`config.mk`:
```
export PLATFORM = sky130hd
export DESIGN_NAME = debug_security_lock
export DESIGN_NICKNAME = d
export VERILOG_FILES = /design/src/debug_lock_pkg.sv /design/src/debug_security_lock.sv
export SDC_FILE = /design/constraint.sdc
export NUM_CORES = 1
export LEC_CHECK = 0
export BUFFER_PORTS_ARGS = -buffer_cell sky130_fd_sc_hd__buf_2
export CAP_MARGIN = 20
export CELL_PAD_IN_SITES_DETAIL_PLACEMENT = 1
export CELL_PAD_IN_SITES_GLOBAL_PLACEMENT = 1
export CORE_MARGIN = 3
export CORE_UTILIZATION = 15
export DETAILED_ROUTE_END_ITERATION = 8
export PLACE_DENSITY_LB_ADDON = 0.1
export SETUP_SLACK_MARGIN = 0.5
export SYNTH_ARGS = -nofsm -noshare
export SYNTH_HDL_FRONTEND = slang
export SYNTH_SLANG_ARGS = --single-unit
```
`constraint.sdc`:
```
create_clock -name mclk -period 1.66 [get_ports mclk]
set_clock_uncertainty 0.2 [all_clocks]
set_input_delay 0.166 -clock mclk [delete_from_list [all_inputs] [get_ports mclk]]
set_output_delay 0.166 -clock mclk [all_outputs]
set_load 0.01 [all_outputs]
```
`src/debug_lock_pkg.sv`:
```
// Constants for the debug security lock
package debug_lock_pkg;
	localparam logic [31:0] security_mode_addr = 32'hffffe510;
	localparam logic [31:0] security_key_addr  = 32'hffffe514;
	localparam logic [31:0] unlock_key         = 32'h000000c5;
	localparam logic        security_on_reset  = 1'b1;
	localparam int          security_on_bit    = 0;
	// Probe target classes
	localparam logic [2:0]  tgt_core           = 3'h0;
	localparam logic [2:0]  tgt_ram            = 3'h1;
	localparam logic [2:0]  tgt_ext            = 3'h2;
	localparam logic [2:0]  tgt_rom            = 3'h3;
	localparam logic [2:0]  tgt_periph         = 3'h4;
endpackage

```
`src/debug_security_lock.sv`:
```
// Debug security lock: APB registers and probe access gating
//
// The implementer's own choice: register access over APB.
`timescale 1ns/1ps
`default_nettype none
module debug_security_lock (
	input  wire logic        mclk,          // System clock, 250 MHz
	input  wire logic        rst,           // Synchronous reset, active high
	input  wire logic        psel,          // APB select
	input  wire logic        penable,       // APB access phase
	input  wire logic        pwrite,        // APB direction
	input  wire logic [31:0] paddr,         // APB byte address
	input  wire logic [31:0] pwdata,        // APB write data
	output logic             pready,        // APB ready
	output logic      [31:0] prdata,        // APB read data
	output logic             pslverr,       // APB error, unmapped address
	input  wire logic        probe_req,     // Probe access request, same clock
	input  wire logic        probe_write,   // Probe access is a write
	input  wire logic [2:0]  probe_target,  // Probe target class
	output logic             probe_grant,   // Probe access allowed
	output logic             probe_deny,    // Probe access refused
	output logic             debug_enable   // Lock released, probe pins live
);
	typedef struct packed {
		logic        security_on;
		logic        unlocked;
		logic        pready;
		logic [31:0] prdata;
		logic        pslverr;
		logic        grant;
		logic        deny;
	} state_s;

	state_s state_reg;
	state_s state_next;
	logic   setup;
	logic   hit_mode;
	logic   hit_key;
	logic   mode_write;
	logic   mode_read;
	logic   key_write;
	logic   key_match;
	logic   key_accept;
	logic   unmapped;
	logic   allowed;

	// ==========================================================
	// Register access
	// Pready blocks a second setup if penable comes late
	assign setup      = psel && !penable && !state_reg.pready;
	assign hit_mode   = paddr == debug_lock_pkg::security_mode_addr;
	assign hit_key    = paddr == debug_lock_pkg::security_key_addr;
	assign mode_write = setup && pwrite && hit_mode;
	assign mode_read  = setup && !pwrite && hit_mode;
	assign key_write  = setup && pwrite && hit_key;
	// Whole-word match, so a stray byte store can never unlock
	assign key_match  = pwdata == debug_lock_pkg::unlock_key;
	// Key counts only after security-on cleared; else no effect
	assign key_accept = key_write && !state_reg.security_on && key_match;
	assign unmapped   = setup && !(hit_mode || hit_key);

	// ==========================================================
	// Probe policy
	always_comb begin
		allowed = 1'b0;
		if (state_reg.unlocked) begin
			if (probe_write) begin
				allowed = probe_target == debug_lock_pkg::tgt_core ||
					probe_target == debug_lock_pkg::tgt_ram ||
					probe_target == debug_lock_pkg::tgt_ext;
			end else begin
				// Only ROM contents stay secret from probe reads
				allowed = probe_target != debug_lock_pkg::tgt_rom;
			end
		end
	end

	// ==========================================================
	// Next state
	always_comb begin
		state_next         = state_reg;
		state_next.pready  = 1'b0;
		state_next.pslverr = 1'b0;
		state_next.prdata  = 32'h00000000;
		// No wait state: answer in the first access-phase cycle after setup
		if (setup) begin
			state_next.pready  = 1'b1;
			state_next.pslverr = unmapped;
		end
		// Writes land at the setup edge, before pready is seen
		if (mode_write) begin
			state_next.security_on = pwdata[debug_lock_pkg::security_on_bit];
		end
		// Setting security-on again does not relock; only reset does
		if (key_accept) begin
			state_next.unlocked = 1'b1;
		end
		// Other bits stay zero: the word is always read whole
		if (mode_read) begin
			state_next.prdata[debug_lock_pkg::security_on_bit] = state_reg.security_on;
		end
		state_next.grant = probe_req && allowed;
		state_next.deny  = probe_req && !allowed;
		if (rst) begin
			state_next             = '0;
			state_next.security_on = debug_lock_pkg::security_on_reset;
		end
	end

	// ==========================================================
	// State register
	// Reset folds into the next state, so one register process
	always_ff @(posedge mclk) begin
		state_reg <= state_next;
	end

	// ==========================================================
	// Outputs, all straight from the state register
	assign pready       = state_reg.pready;
	assign prdata       = state_reg.prdata;
	assign pslverr      = state_reg.pslverr;
	assign probe_grant  = state_reg.grant;
	assign probe_deny   = state_reg.deny;
	assign debug_enable = state_reg.unlocked;

	// ==========================================================
	// Checks: lock state
	a_reset_locks: assert property (@(posedge mclk) rst |=> !debug_enable && !probe_grant)
		else $error("lock not engaged after reset");
	a_reset_security_on: assert property (@(posedge mclk)
		rst |=> state_reg.security_on && !state_reg.unlocked)
		else $error("security-on not set after reset");
	a_unlock_cause: assert property (@(posedge mclk) disable iff (rst)
		$rose(debug_enable) |-> $past(setup && pwrite && hit_key && !state_reg.security_on
		&& pwdata == debug_lock_pkg::unlock_key))
		else $error("unlock without proper sequence");
	a_key_when_on: assert property (@(posedge mclk) disable iff (rst)
		setup && pwrite && hit_key && state_reg.security_on && !debug_enable |=> !debug_enable)
		else $error("key accepted with security on");
	a_wrong_key_keeps: assert property (@(posedge mclk) disable iff (rst)
		key_write && !key_match && !debug_enable |=> !debug_enable)
		else $error("wrong key released the lock");
	a_lock_hold: assert property (@(posedge mclk) disable iff (rst)
		!key_accept && !debug_enable |=> !debug_enable)
		else $error("lock released without key write");
	a_pin_follows: assert property (@(posedge mclk) disable iff (rst)
		debug_enable |=> debug_enable)
		else $error("lock re-engaged without reset");

	// ==========================================================
	// Checks: register bus
	a_setup_answers: assert property (@(posedge mclk) disable iff (rst)
		setup |=> pready)
		else $error("setup not answered in next cycle");
	a_ready_single: assert property (@(posedge mclk) disable iff (rst)
		pready |=> !pready)
		else $error("pready held past one cycle");
	a_unmapped_error: assert property (@(posedge mclk) disable iff (rst)
		unmapped |=> pslverr)
		else $error("unmapped access without error");
	a_mapped_no_error: assert property (@(posedge mclk) disable iff (rst)
		setup && !unmapped |=> !pslverr)
		else $error("mapped access flagged as error");
	a_mode_readback: assert property (@(posedge mclk) disable iff (rst)
		setup && !pwrite && hit_mode |=> prdata == {31'h0, state_reg.security_on} && pready)
		else $error("mode register read wrong");
	a_mode_write_takes: assert property (@(posedge mclk) disable iff (rst)
		mode_write |=> state_reg.security_on == $past(pwdata[debug_lock_pkg::security_on_bit]))
		else $error("mode register write lost");
	a_secure_hold: assert property (@(posedge mclk) disable iff (rst)
		!mode_write |=> $stable(state_reg.security_on))
		else $error("security-on changed without a write");
	a_idle_data_zero: assert property (@(posedge mclk) disable iff (rst)
		!mode_read |=> prdata == '0)
		else $error("read data not zero outside a mode read");

	// ==========================================================
	// Checks: probe policy
	a_locked_denies: assert property (@(posedge mclk) disable iff (rst)
		probe_req && !state_reg.unlocked |=> probe_deny && !probe_grant)
		else $error("locked probe access granted");
	a_grant_needs_unlock: assert property (@(posedge mclk) disable iff (rst)
		probe_grant |-> $past(state_reg.unlocked))
		else $error("probe granted while locked");
	a_answer_exclusive: assert property (@(posedge mclk) disable iff (rst)
		!(probe_grant && probe_deny))
		else $error("probe granted and denied at once");
	a_no_request_quiet: assert property (@(posedge mclk) disable iff (rst)
		!probe_req |=> !probe_grant && !probe_deny)
		else $error("probe answer without request");
	a_rom_read_blocked: assert property (@(posedge mclk) disable iff (rst)
		probe_req && !probe_write && probe_target == debug_lock_pkg::tgt_rom |=> !probe_grant)
		else $error("probe read of rom granted");
	a_periph_write_blocked: assert property (@(posedge mclk) disable iff (rst)
		probe_req && probe_write && probe_target == debug_lock_pkg::tgt_periph |=> probe_deny)
		else $error("probe write to peripheral granted");
	a_unlocked_read_ok: assert property (@(posedge mclk) disable iff (rst)
		probe_req && !probe_write && state_reg.unlocked && probe_target != debug_lock_pkg::tgt_rom
		|=> probe_grant)
		else $error("allowed probe read denied");
	a_unlocked_write_ok: assert property (@(posedge mclk) disable iff (rst)
		probe_req && probe_write && state_reg.unlocked && (probe_target == debug_lock_pkg::tgt_core
		|| probe_target == debug_lock_pkg::tgt_ram || probe_target == debug_lock_pkg::tgt_ext)
		|=> probe_grant)
		else $error("allowed probe write denied");

	// Main scenarios
	c_unlock: cover property (@(posedge mclk) $rose(debug_enable));
	c_grant: cover property (@(posedge mclk) probe_grant);
	c_bad_key: cover property (@(posedge mclk) setup && pwrite && hit_key && pwdata != debug_lock_pkg::unlock_key);
	c_rom_denied: cover property (@(posedge mclk) state_reg.unlocked && probe_req && !probe_write
		&& probe_target == debug_lock_pkg::tgt_rom ##1 probe_deny);
	c_relock: cover property (@(posedge mclk) $fell(debug_enable));
endmodule
`default_nettype wire

```
==> results of run 1 <==
==> worst max-delay path by stage <==
stage                   endpoint  slack (ns)  depth (start not counted)
floorplan           debug_enable        0.12                          4
global route        debug_enable        0.09                          5
detailed placement  debug_enable       -0.11                          5
global placement    debug_enable       -0.06                          5
CTS                 debug_enable        0.15                          5
finish              debug_enable        0.17                          5
==> critical path: cells and delay by family <==
kind            cells  cell delay [ns]
simple gates        3             0.96
compound gates      1             0.21
buf+inv             1             0.09
==> cell families after synthesis <==
family,count (synthesis),synth area share
AO/OA/AOI/OAI,2,0.0315
buffers and inverters,32,0.336
flip-flops,7,0.196
other,1,0.00524
multiplexers,1,0.0140
AND/OR/NAND/NOR,41,0.418
==> power groups by stage <==
stage               combinational (mW)  clock, mW  sequential (mW)
finish                           0.156      0.234            0.173
detailed placement               0.153          0            0.176
floorplan                        0.110          0            0.178
CTS                              0.155      0.244            0.173
global placement                 0.149          0            0.176
global route                     0.174      0.258            0.174
==> placed cells by master, fill, tap and decap left out <==
cell type  instances
clkinv_2           1
nor4_4             2
buf_2             78
a31oi_1            1
buf_6              1
nor4bb_1           1
nor4b_1            1
mux2i_1            1
clkbuf_8           3
conb_1            31
nand2_1            3
o41ai_2            1
nand4b_2           1
nor3b_2            1
nand4_1            6
nand2b_1           2
nor2b_2            1
or4_4              1
and2_1             1
nand3_1            5
or4b_4             1
nor2_1             6
nand4b_4           1
nor2b_1            1
nor4_1             4
dfxtp_1            7
nand3b_1           1
nor3_1             2
==> stage by stage <==
step | cells | area, sq um | worst slack, ns | setup TNS (ns) | power, mW
5_1_grt | 217 | 1110 | 0.0917 | 0 | 0.605
3_3_place_gp | 213 | 1050 | -0.0586 | -0.0777 | 0.325
6_report | 217 | 1110 | 0.170 | 0 | 0.563
3_5_place_dp | 213 | 1050 | -0.109 | -0.202 | 0.329
4_1_cts | 217 | 1110 | 0.145 | 0 | 0.572
2_1_floorplan | 114 | 832 | 0.121 | 0 | 0.287
==> what timing repair did <==
item | in CTS | in global routing
gates cloned | 0 | 0
pin swaps | 3 | 0
resized for setup | 2 | 1
setup endpoints to repair | 5 | 6
endpoints found under the hold margin | 1 | 0
==> routing by layer <==
| layer | GRT usage | vias to the layer above |
|---|---|---|
| li1 | - | 400 |
| met1 | 0.0651 | 341 |
| met2 | 0.172 | 64 |
| met3 | 0.0254 | 0 |
| met4 | 0.00593 | 0 |
| met5 | 0 | - |
==> layout make-up <==
type / count / area (sq um)
clock inverter: 1 / 5.00
tap: 52 / 65.1
multi-input combinational: 75 / 459
sequential: 7 / 140
clock buffer: 3 / 41.3
timing repair buffer: 79 / 402
fill: 572 / 3360
==> impl_metrics.ini, run 1 <==
[logic_synthesis]
yosys.area.top_type = buf_4
ys_seq_elements = 7
synth_ff_type = dfxtp_1
yosysMostFrequentCell = buf_4
ys_async_sr_fraction = 0
ys_top_cells_by_count = buf_4 (32), dfxtp_1 (7), nand4_1 (6), nor2_1 (6), nand3_1 (5)
syn_area_per_cell_sq_um = 8.52
syn_area_sq_um = 716
yosysUniqueCellTypes = 24
synth_top_cells_by_area = buf_4 (34%), dfxtp_1 (20%), nor4_4 (5.9%)
ys_warn_count = 0
ys_seq_area_frac = 0.196
synthCells = 84
yosysTopAreaCellShare = 0.336
synth_edf_count = 0

[sta]
hold_viol_final = 1
timing.final.crit_share = 0.897
setup_viol = 0
drv_slew = 0
min_period_ns = 1.49
holdWs_ns = -0.00961
rsz0062_at_grt = yes
clock.fmax_ghz = 0.671

[hold_path]
hold_path.class = in -> reg
whs_path_depth = 2
hold_end = pready
min-delay-start = rst

[drt]
routed.top_layer = met3
route.met2.wl_um = 1350
wl_per_cell_um = 11.2
drtIter0Drc = 1
dr.pass1.iters = 2
wl_met3_um = 311
vias = 805
routed_wl_um = 2440
viasPerCell = 3.71
ant_nets = 0
wl_met1_um = 773
drc = 0

[die]
die_width_um = 75.1
core_area_sq_um = 4470
die_h_um = 75.1
boundaryPins = 111
rows = 24
start_util = 0.160
dieArea_sq_um = 5640

[global_route]
grt_first_pass_wirelength_um = 3290
grt.total_usage = 0.0771
grt_max_degree = 6
antenna_found_initial = 0
overflow = 0
first_global_vias = 772

[cts]
clock_sinks = 7
h-tree-depth = 1
clockBufferDepth = 2
cts_buffers = 3
cts_root_buf = clkbuf_8
post_cts_buffers = 0
clk_pin_slew_ns = 0.04
cts_tree = done
insertion_delay_ns = 0.23

[setup_path]
endpoint_kind = flip-flop
worstPathRequired_ns = 1.59
crit_start = paddr[1]
r2r-end = prdata[0]
cp_max_fo = 3
path_cells = buf_6 > or4_4 > nor4_4 > nand4_1 > o41ai_2
r2r.worst_path.cells = 4
start_kind = input pin
reg2reg_from = pready
ff2ff_setup_slack_ns = 0.46
arrival_ns = 1.42
critical_path.slowest_cell = or4_4
criticalPathCategory = in -> reg
cpPeakStageDelay_ns = 0.53

[pwr]
seqPwrFrac = 0.308
irDropWorstVdd_v = 0.000179
comb_power_share = 0.277
netSwitchingFraction = 0.266
p_int_mw = 0.414
clkPwrFrac = 0.415
power.switching_mw = 0.150
p_leak_nw = 0.619
cellPowerDensity_nw_per_um2 = 507

[place]
portBuffers = 79
hpwl_um = 2350
gp_congestion = 0.665

[cells_and_area]
final_util = 0.249
antenna_cells = 0
syn2layout_area_growth_pct = 55.4
drive_gt1_frac = 0.558
nets = 240

[outcome]
status = complete, but fails checks
violations = hold timing

[flow_run]
maxCapViolations = 0
Power figures use the tool's default switching activity.
==> run 2: changes to the inputs <==
--- a/config.mk
+++ b/config.mk
@@ -5,7 +5,7 @@
 export SDC_FILE = /design/constraint.sdc
 export NUM_CORES = 1
 export LEC_CHECK = 0
-export BUFFER_PORTS_ARGS = -buffer_cell sky130_fd_sc_hd__buf_2
+export BUFFER_PORTS_ARGS = -buffer_cell sky130_fd_sc_hd__buf_4
 export CAP_MARGIN = 20
 export CELL_PAD_IN_SITES_DETAIL_PLACEMENT = 1
 export CELL_PAD_IN_SITES_GLOBAL_PLACEMENT = 1
==> impl_metrics.ini, run 2 (same netlist as run 1, synthesis figures left out) <==
[setup_path]
reg2reg_from = pready
criticalPathCategory = in -> reg
r2r.worst_path.cells = 4
start_kind = input pin
endpoint_kind = flip-flop
arrival_ns = 1.42
crit_buf_inv = 1
critPathTopFamily = simple AND/OR/NAND/NOR gates
worstPathRequired_ns = 1.59
ff2ff_setup_slack_ns = 0.43
critical_path.slowest_cell = or4_4
cp_max_fo = 3
r2r-end = prdata[0]
cpPeakStageDelay_ns = 0.53
path_cells = buf_6 > or4_4 > nor4_4 > nand4_1 > o41ai_2

[drt]
vias = 837
ant_nets = 0
wl_per_cell_um = 12.0
viasPerCell = 3.86
routed_wl_um = 2610
drc = 0
drtIter0Drc = 4
dr.pass1.iters = 4

[cts]
clock_sinks = 7
cts_buffers = 3
h-tree-depth = 1
post_cts_buffers = 0
cts_tree = done
cts_root_buf = clkbuf_8
clk_pin_slew_ns = 0.04
insertion_delay_ns = 0.22
clockBufferDepth = 2

[cells_and_area]
nets = 240
finalNonFillerCells = 217
multiInputGateArea_sq_um = 457
final_common_cell = buf_4
final_cell_mix = buf_4 (76), conb_1 (31), dfxtp_1 (7)
antenna_cells = 0
fin_area_sq_um = 1310
syn2layout_area_growth_pct = 83.2
fill_cells = 551
drive_gt1_frac = 0.545
seq_area_sq_um = 140

[die]
rows = 24
die_h_um = 75.1
core_area_sq_um = 4470
dieArea_sq_um = 5640
start_util = 0.160
die_width_um = 75.1
boundaryPins = 111

[hold_path]
hold_path.class = in -> reg
min-delay-start = rst
hold_end = pready
whs_path_depth = 2

[outcome]
status = complete, but fails checks
violations = hold timing

[global_route]
grt_max_degree = 6
overflow = 0
first_global_vias = 846
grt.total_usage = 0.0842
grt_first_pass_wirelength_um = 3560
antenna_found_initial = 0

[pwr]
cellPowerDensity_nw_per_um2 = 468
irDropWorstVdd_v = 0.000170
p_leak_nw = 0.681
design_power_total_mw = 0.614

[place]
portBuffers = 79
place_area_sq_um = 1250
place_ws_ns = -0.120
dp.cells = 213
gp_congestion = 0.645

[flow_run]
maxCapViolations = 0

[sta]
holdWs_ns = -0.0334
rsz0062_at_grt = yes
min_period_ns = 1.49
hold_viol_final = 1
setup_viol = 0
drv_slew = 0
layout_setup_ws_ns = 0.173
timing.final.crit_share = 0.896
clock.fmax_ghz = 0.672
## run 2: timing repair
item,CTS,global route
hold endpoints to repair,1,1
setup endpoints to repair,5,4
resized for setup,3,1
cloned,0,0
pin swaps,3,2
## run 2: worst max-delay path by stage
stage	cells after the start	startpoint	endpoint	slack (ns)
2_1_floorplan	4	paddr[5]	debug_enable	0.12
3_3_place_gp	5	paddr[5]	debug_enable	-0.07
3_5_place_dp	5	paddr[5]	debug_enable	-0.12
4_1_cts	5	paddr[1]	debug_enable	0.14
5_1_grt	5	paddr[9]	debug_enable	0.09
6_report	5	paddr[9]	debug_enable	0.17
## run 2: area by class of cell
cell class                 count  area share
clock buffer                   4      0.0344
tap                           52      0.0496
multi-input combinational     75       0.348
timing repair buffer          79       0.461
sequential                     7       0.107
## run 2: worst register-to-register path, delay by kind of cell, from the launching register on
| kind | cells | cell delay [ns] |
|---|---|---|
| flops | 1 | 0.31 |
| simple gates | 4 | 0.66 |
## run 2: layer usage
layer / wire [um] / track usage
met3: 385 / 0.0387
met2: 1520 / 0.195
met4: 0 / 0.0119
met1: 700 / 0.0563
met5: 0 / 0
## run 2: stage by stage
stage	hold WS (ns)	TNS [ns]	util
after floorplan	0.0568	0	-
after global placement	0.200	-0.0929	0.279
after detailed placement	0.198	-0.189	0.279
after CTS	-0.0380	0	0.292
after global routing	-0.0335	0	0.293
final	-0.0334	0	0.293
## run 2: where the power goes
part           internal, mW  switching [mW]  total (mW)
clock network         0.166          0.0691       0.235
registers             0.172         0.00122       0.174
logic                 0.129          0.0767       0.206
total                 0.467           0.147       0.614
==> run 3: changes to the inputs <==
--- a/config.mk
+++ b/config.mk
@@ -6,11 +6,10 @@
 export NUM_CORES = 1
 export LEC_CHECK = 0
 export BUFFER_PORTS_ARGS = -buffer_cell sky130_fd_sc_hd__buf_4
-export CAP_MARGIN = 20
 export CELL_PAD_IN_SITES_DETAIL_PLACEMENT = 1
 export CELL_PAD_IN_SITES_GLOBAL_PLACEMENT = 1
 export CORE_MARGIN = 3
-export CORE_UTILIZATION = 15
+export CORE_UTILIZATION = 17
 export DETAILED_ROUTE_END_ITERATION = 8
 export PLACE_DENSITY_LB_ADDON = 0.1
 export SETUP_SLACK_MARGIN = 0.5
==> constraint.sdc (replaced) <==
create_clock -name mclk -period 1.7 [get_ports mclk]
set_clock_uncertainty 0.2 [all_clocks]
set_input_delay 0.17 -clock mclk [delete_from_list [all_inputs] [get_ports mclk]]
set_output_delay 0.17 -clock mclk [all_outputs]
set_load 0.01 [all_outputs]
==> impl_metrics.ini, run 3 (same netlist as run 1, synthesis figures left out) <==
[setup_path]
endpoint_kind = flip-flop
start_kind = input pin
arrival_ns = 1.41
criticalPathCategory = in -> reg
worstPathRequired_ns = 1.63
cp_max_fo = 3

[cells_and_area]
final_common_cell = buf_4
final_cell_mix = buf_4 (78), conb_1 (31), dfxtp_1 (7)
syn2layout_area_growth_pct = 83.2
final_util = 0.340
antenna_cells = 0
nets = 241
drive_gt1_frac = 0.548

[die]
dieArea_sq_um = 5020
start_util = 0.186
core_area_sq_um = 3850
rows = 22
die_width_um = 70.9
die_h_um = 70.9
boundaryPins = 111

[sta]
drv_slew = 0
clock.fmax_ghz = 0.676
holdWs_ns = -0.0501
setup_viol = 0
hold_viol_final = 1
rsz0062_at_grt = yes
timing.final.crit_share = 0.871
min_period_ns = 1.48

[pwr]
netSwitchingFraction = 0.246
p_int_mw = 0.457
design_power_total_mw = 0.606
p_leak_nw = 0.683
comb_power_share = 0.333
cellPowerDensity_nw_per_um2 = 462
power.switching_mw = 0.149
irDropWorstVdd_v = 0.000168
seqPwrFrac = 0.280
clkPwrFrac = 0.387

[hold_path]
hold_path.class = in -> reg

[cts]
cts_tree = done
hold_buffers = 1
clock_sinks = 7
post_cts_buffers = 0
cts_root_buf = clkbuf_8
cts_buffers = 3
clk_pin_slew_ns = 0.04
h-tree-depth = 1
clockBufferDepth = 2
insertion_delay_ns = 0.23

[drt]
vias = 832
dr.pass1.iters = 3
routed_wl_um = 2530
viasPerCell = 3.89
wl_per_cell_um = 11.8
drc = 0
drtIter0Drc = 9
ant_nets = 0

[global_route]
grt.total_usage = 0.0973
grt_max_degree = 6
antenna_found_initial = 0
overflow = 0
grt_first_pass_wirelength_um = 3840
first_global_vias = 853

[place]
portBuffers = 79
hpwl_um = 2390
gp_congestion = 0.772

[flow_run]
maxCapViolations = 0

[outcome]
status = complete, but fails checks
violations = hold timing
-- run 3: layout make-up --
type / count / area [sq um]
multi-input cells: 75 / 459
well taps: 48 / 60.1
fillers: 488 / 2540
clock buffers: 4 / 45.0
repair buffers: 80 / 607
flip-flops and latches: 7 / 140
-- run 3: power by group through the flow --
stage | Combinational (mW) | Clock [mW] | Sequential (mW)
5_1_grt | 0.219 | 0.255 | 0.170
6_report | 0.202 | 0.234 | 0.169
2_1_floorplan | 0.107 | 0 | 0.174
3_5_place_dp | 0.199 | 0 | 0.172
4_1_cts | 0.202 | 0.241 | 0.169
3_3_place_gp | 0.194 | 0 | 0.172
-- run 3: final timing paths --
| kind | start | end | slack [ns] | cells past startpoint |
|---|---|---|---|---|
| worst max-delay path | paddr[6] | debug_enable | 0.22 | 5 |
| worst min-delay path | rst | pready | -0.05 | 2 |
| worst max register to register | state_reg[37] | debug_enable | 0.50 | 3 |
| worst min register to register | state_reg[37] | prdata[0] | 0.26 | 2 |
-- run 3: what timing repair did --
action	in CTS	in global routing
resized for setup	2	1
endpoints found under the setup margin	4	4
pin swaps	2	2
endpoints found under the hold margin	2	1
-- run 3: critical path, stage by stage --
cell	delay [ns]
buf_6	0.09
or4b_4	0.53
nor4_4	0.27
nand4_1	0.15
o41ai_2	0.21
-- run 3: through the flow --
step                      hold WS (ns)  setup WS (ns)  instances  area [sq um]  TNS (ns)
after floorplan                 0.0608          0.157        114           832         0
after global routing           -0.0478          0.151        214          1310         0
after detailed placement         0.200        -0.0552        209          1240   -0.0701
after CTS                      -0.0399          0.198        214          1310         0
final                          -0.0501          0.220        214          1310         0
after global placement           0.199        -0.0301        209          1240   -0.0301
-- run 3: per-layer routing --
layer,vias to the layer above,global-route usage,part of all wire
li1,402,-,-
met1,356,0.0968,0.32
met2,70,0.178,0.52
met3,4,0.0369,0.15
met4,0,0.0438,0.013
met5,-,0,0
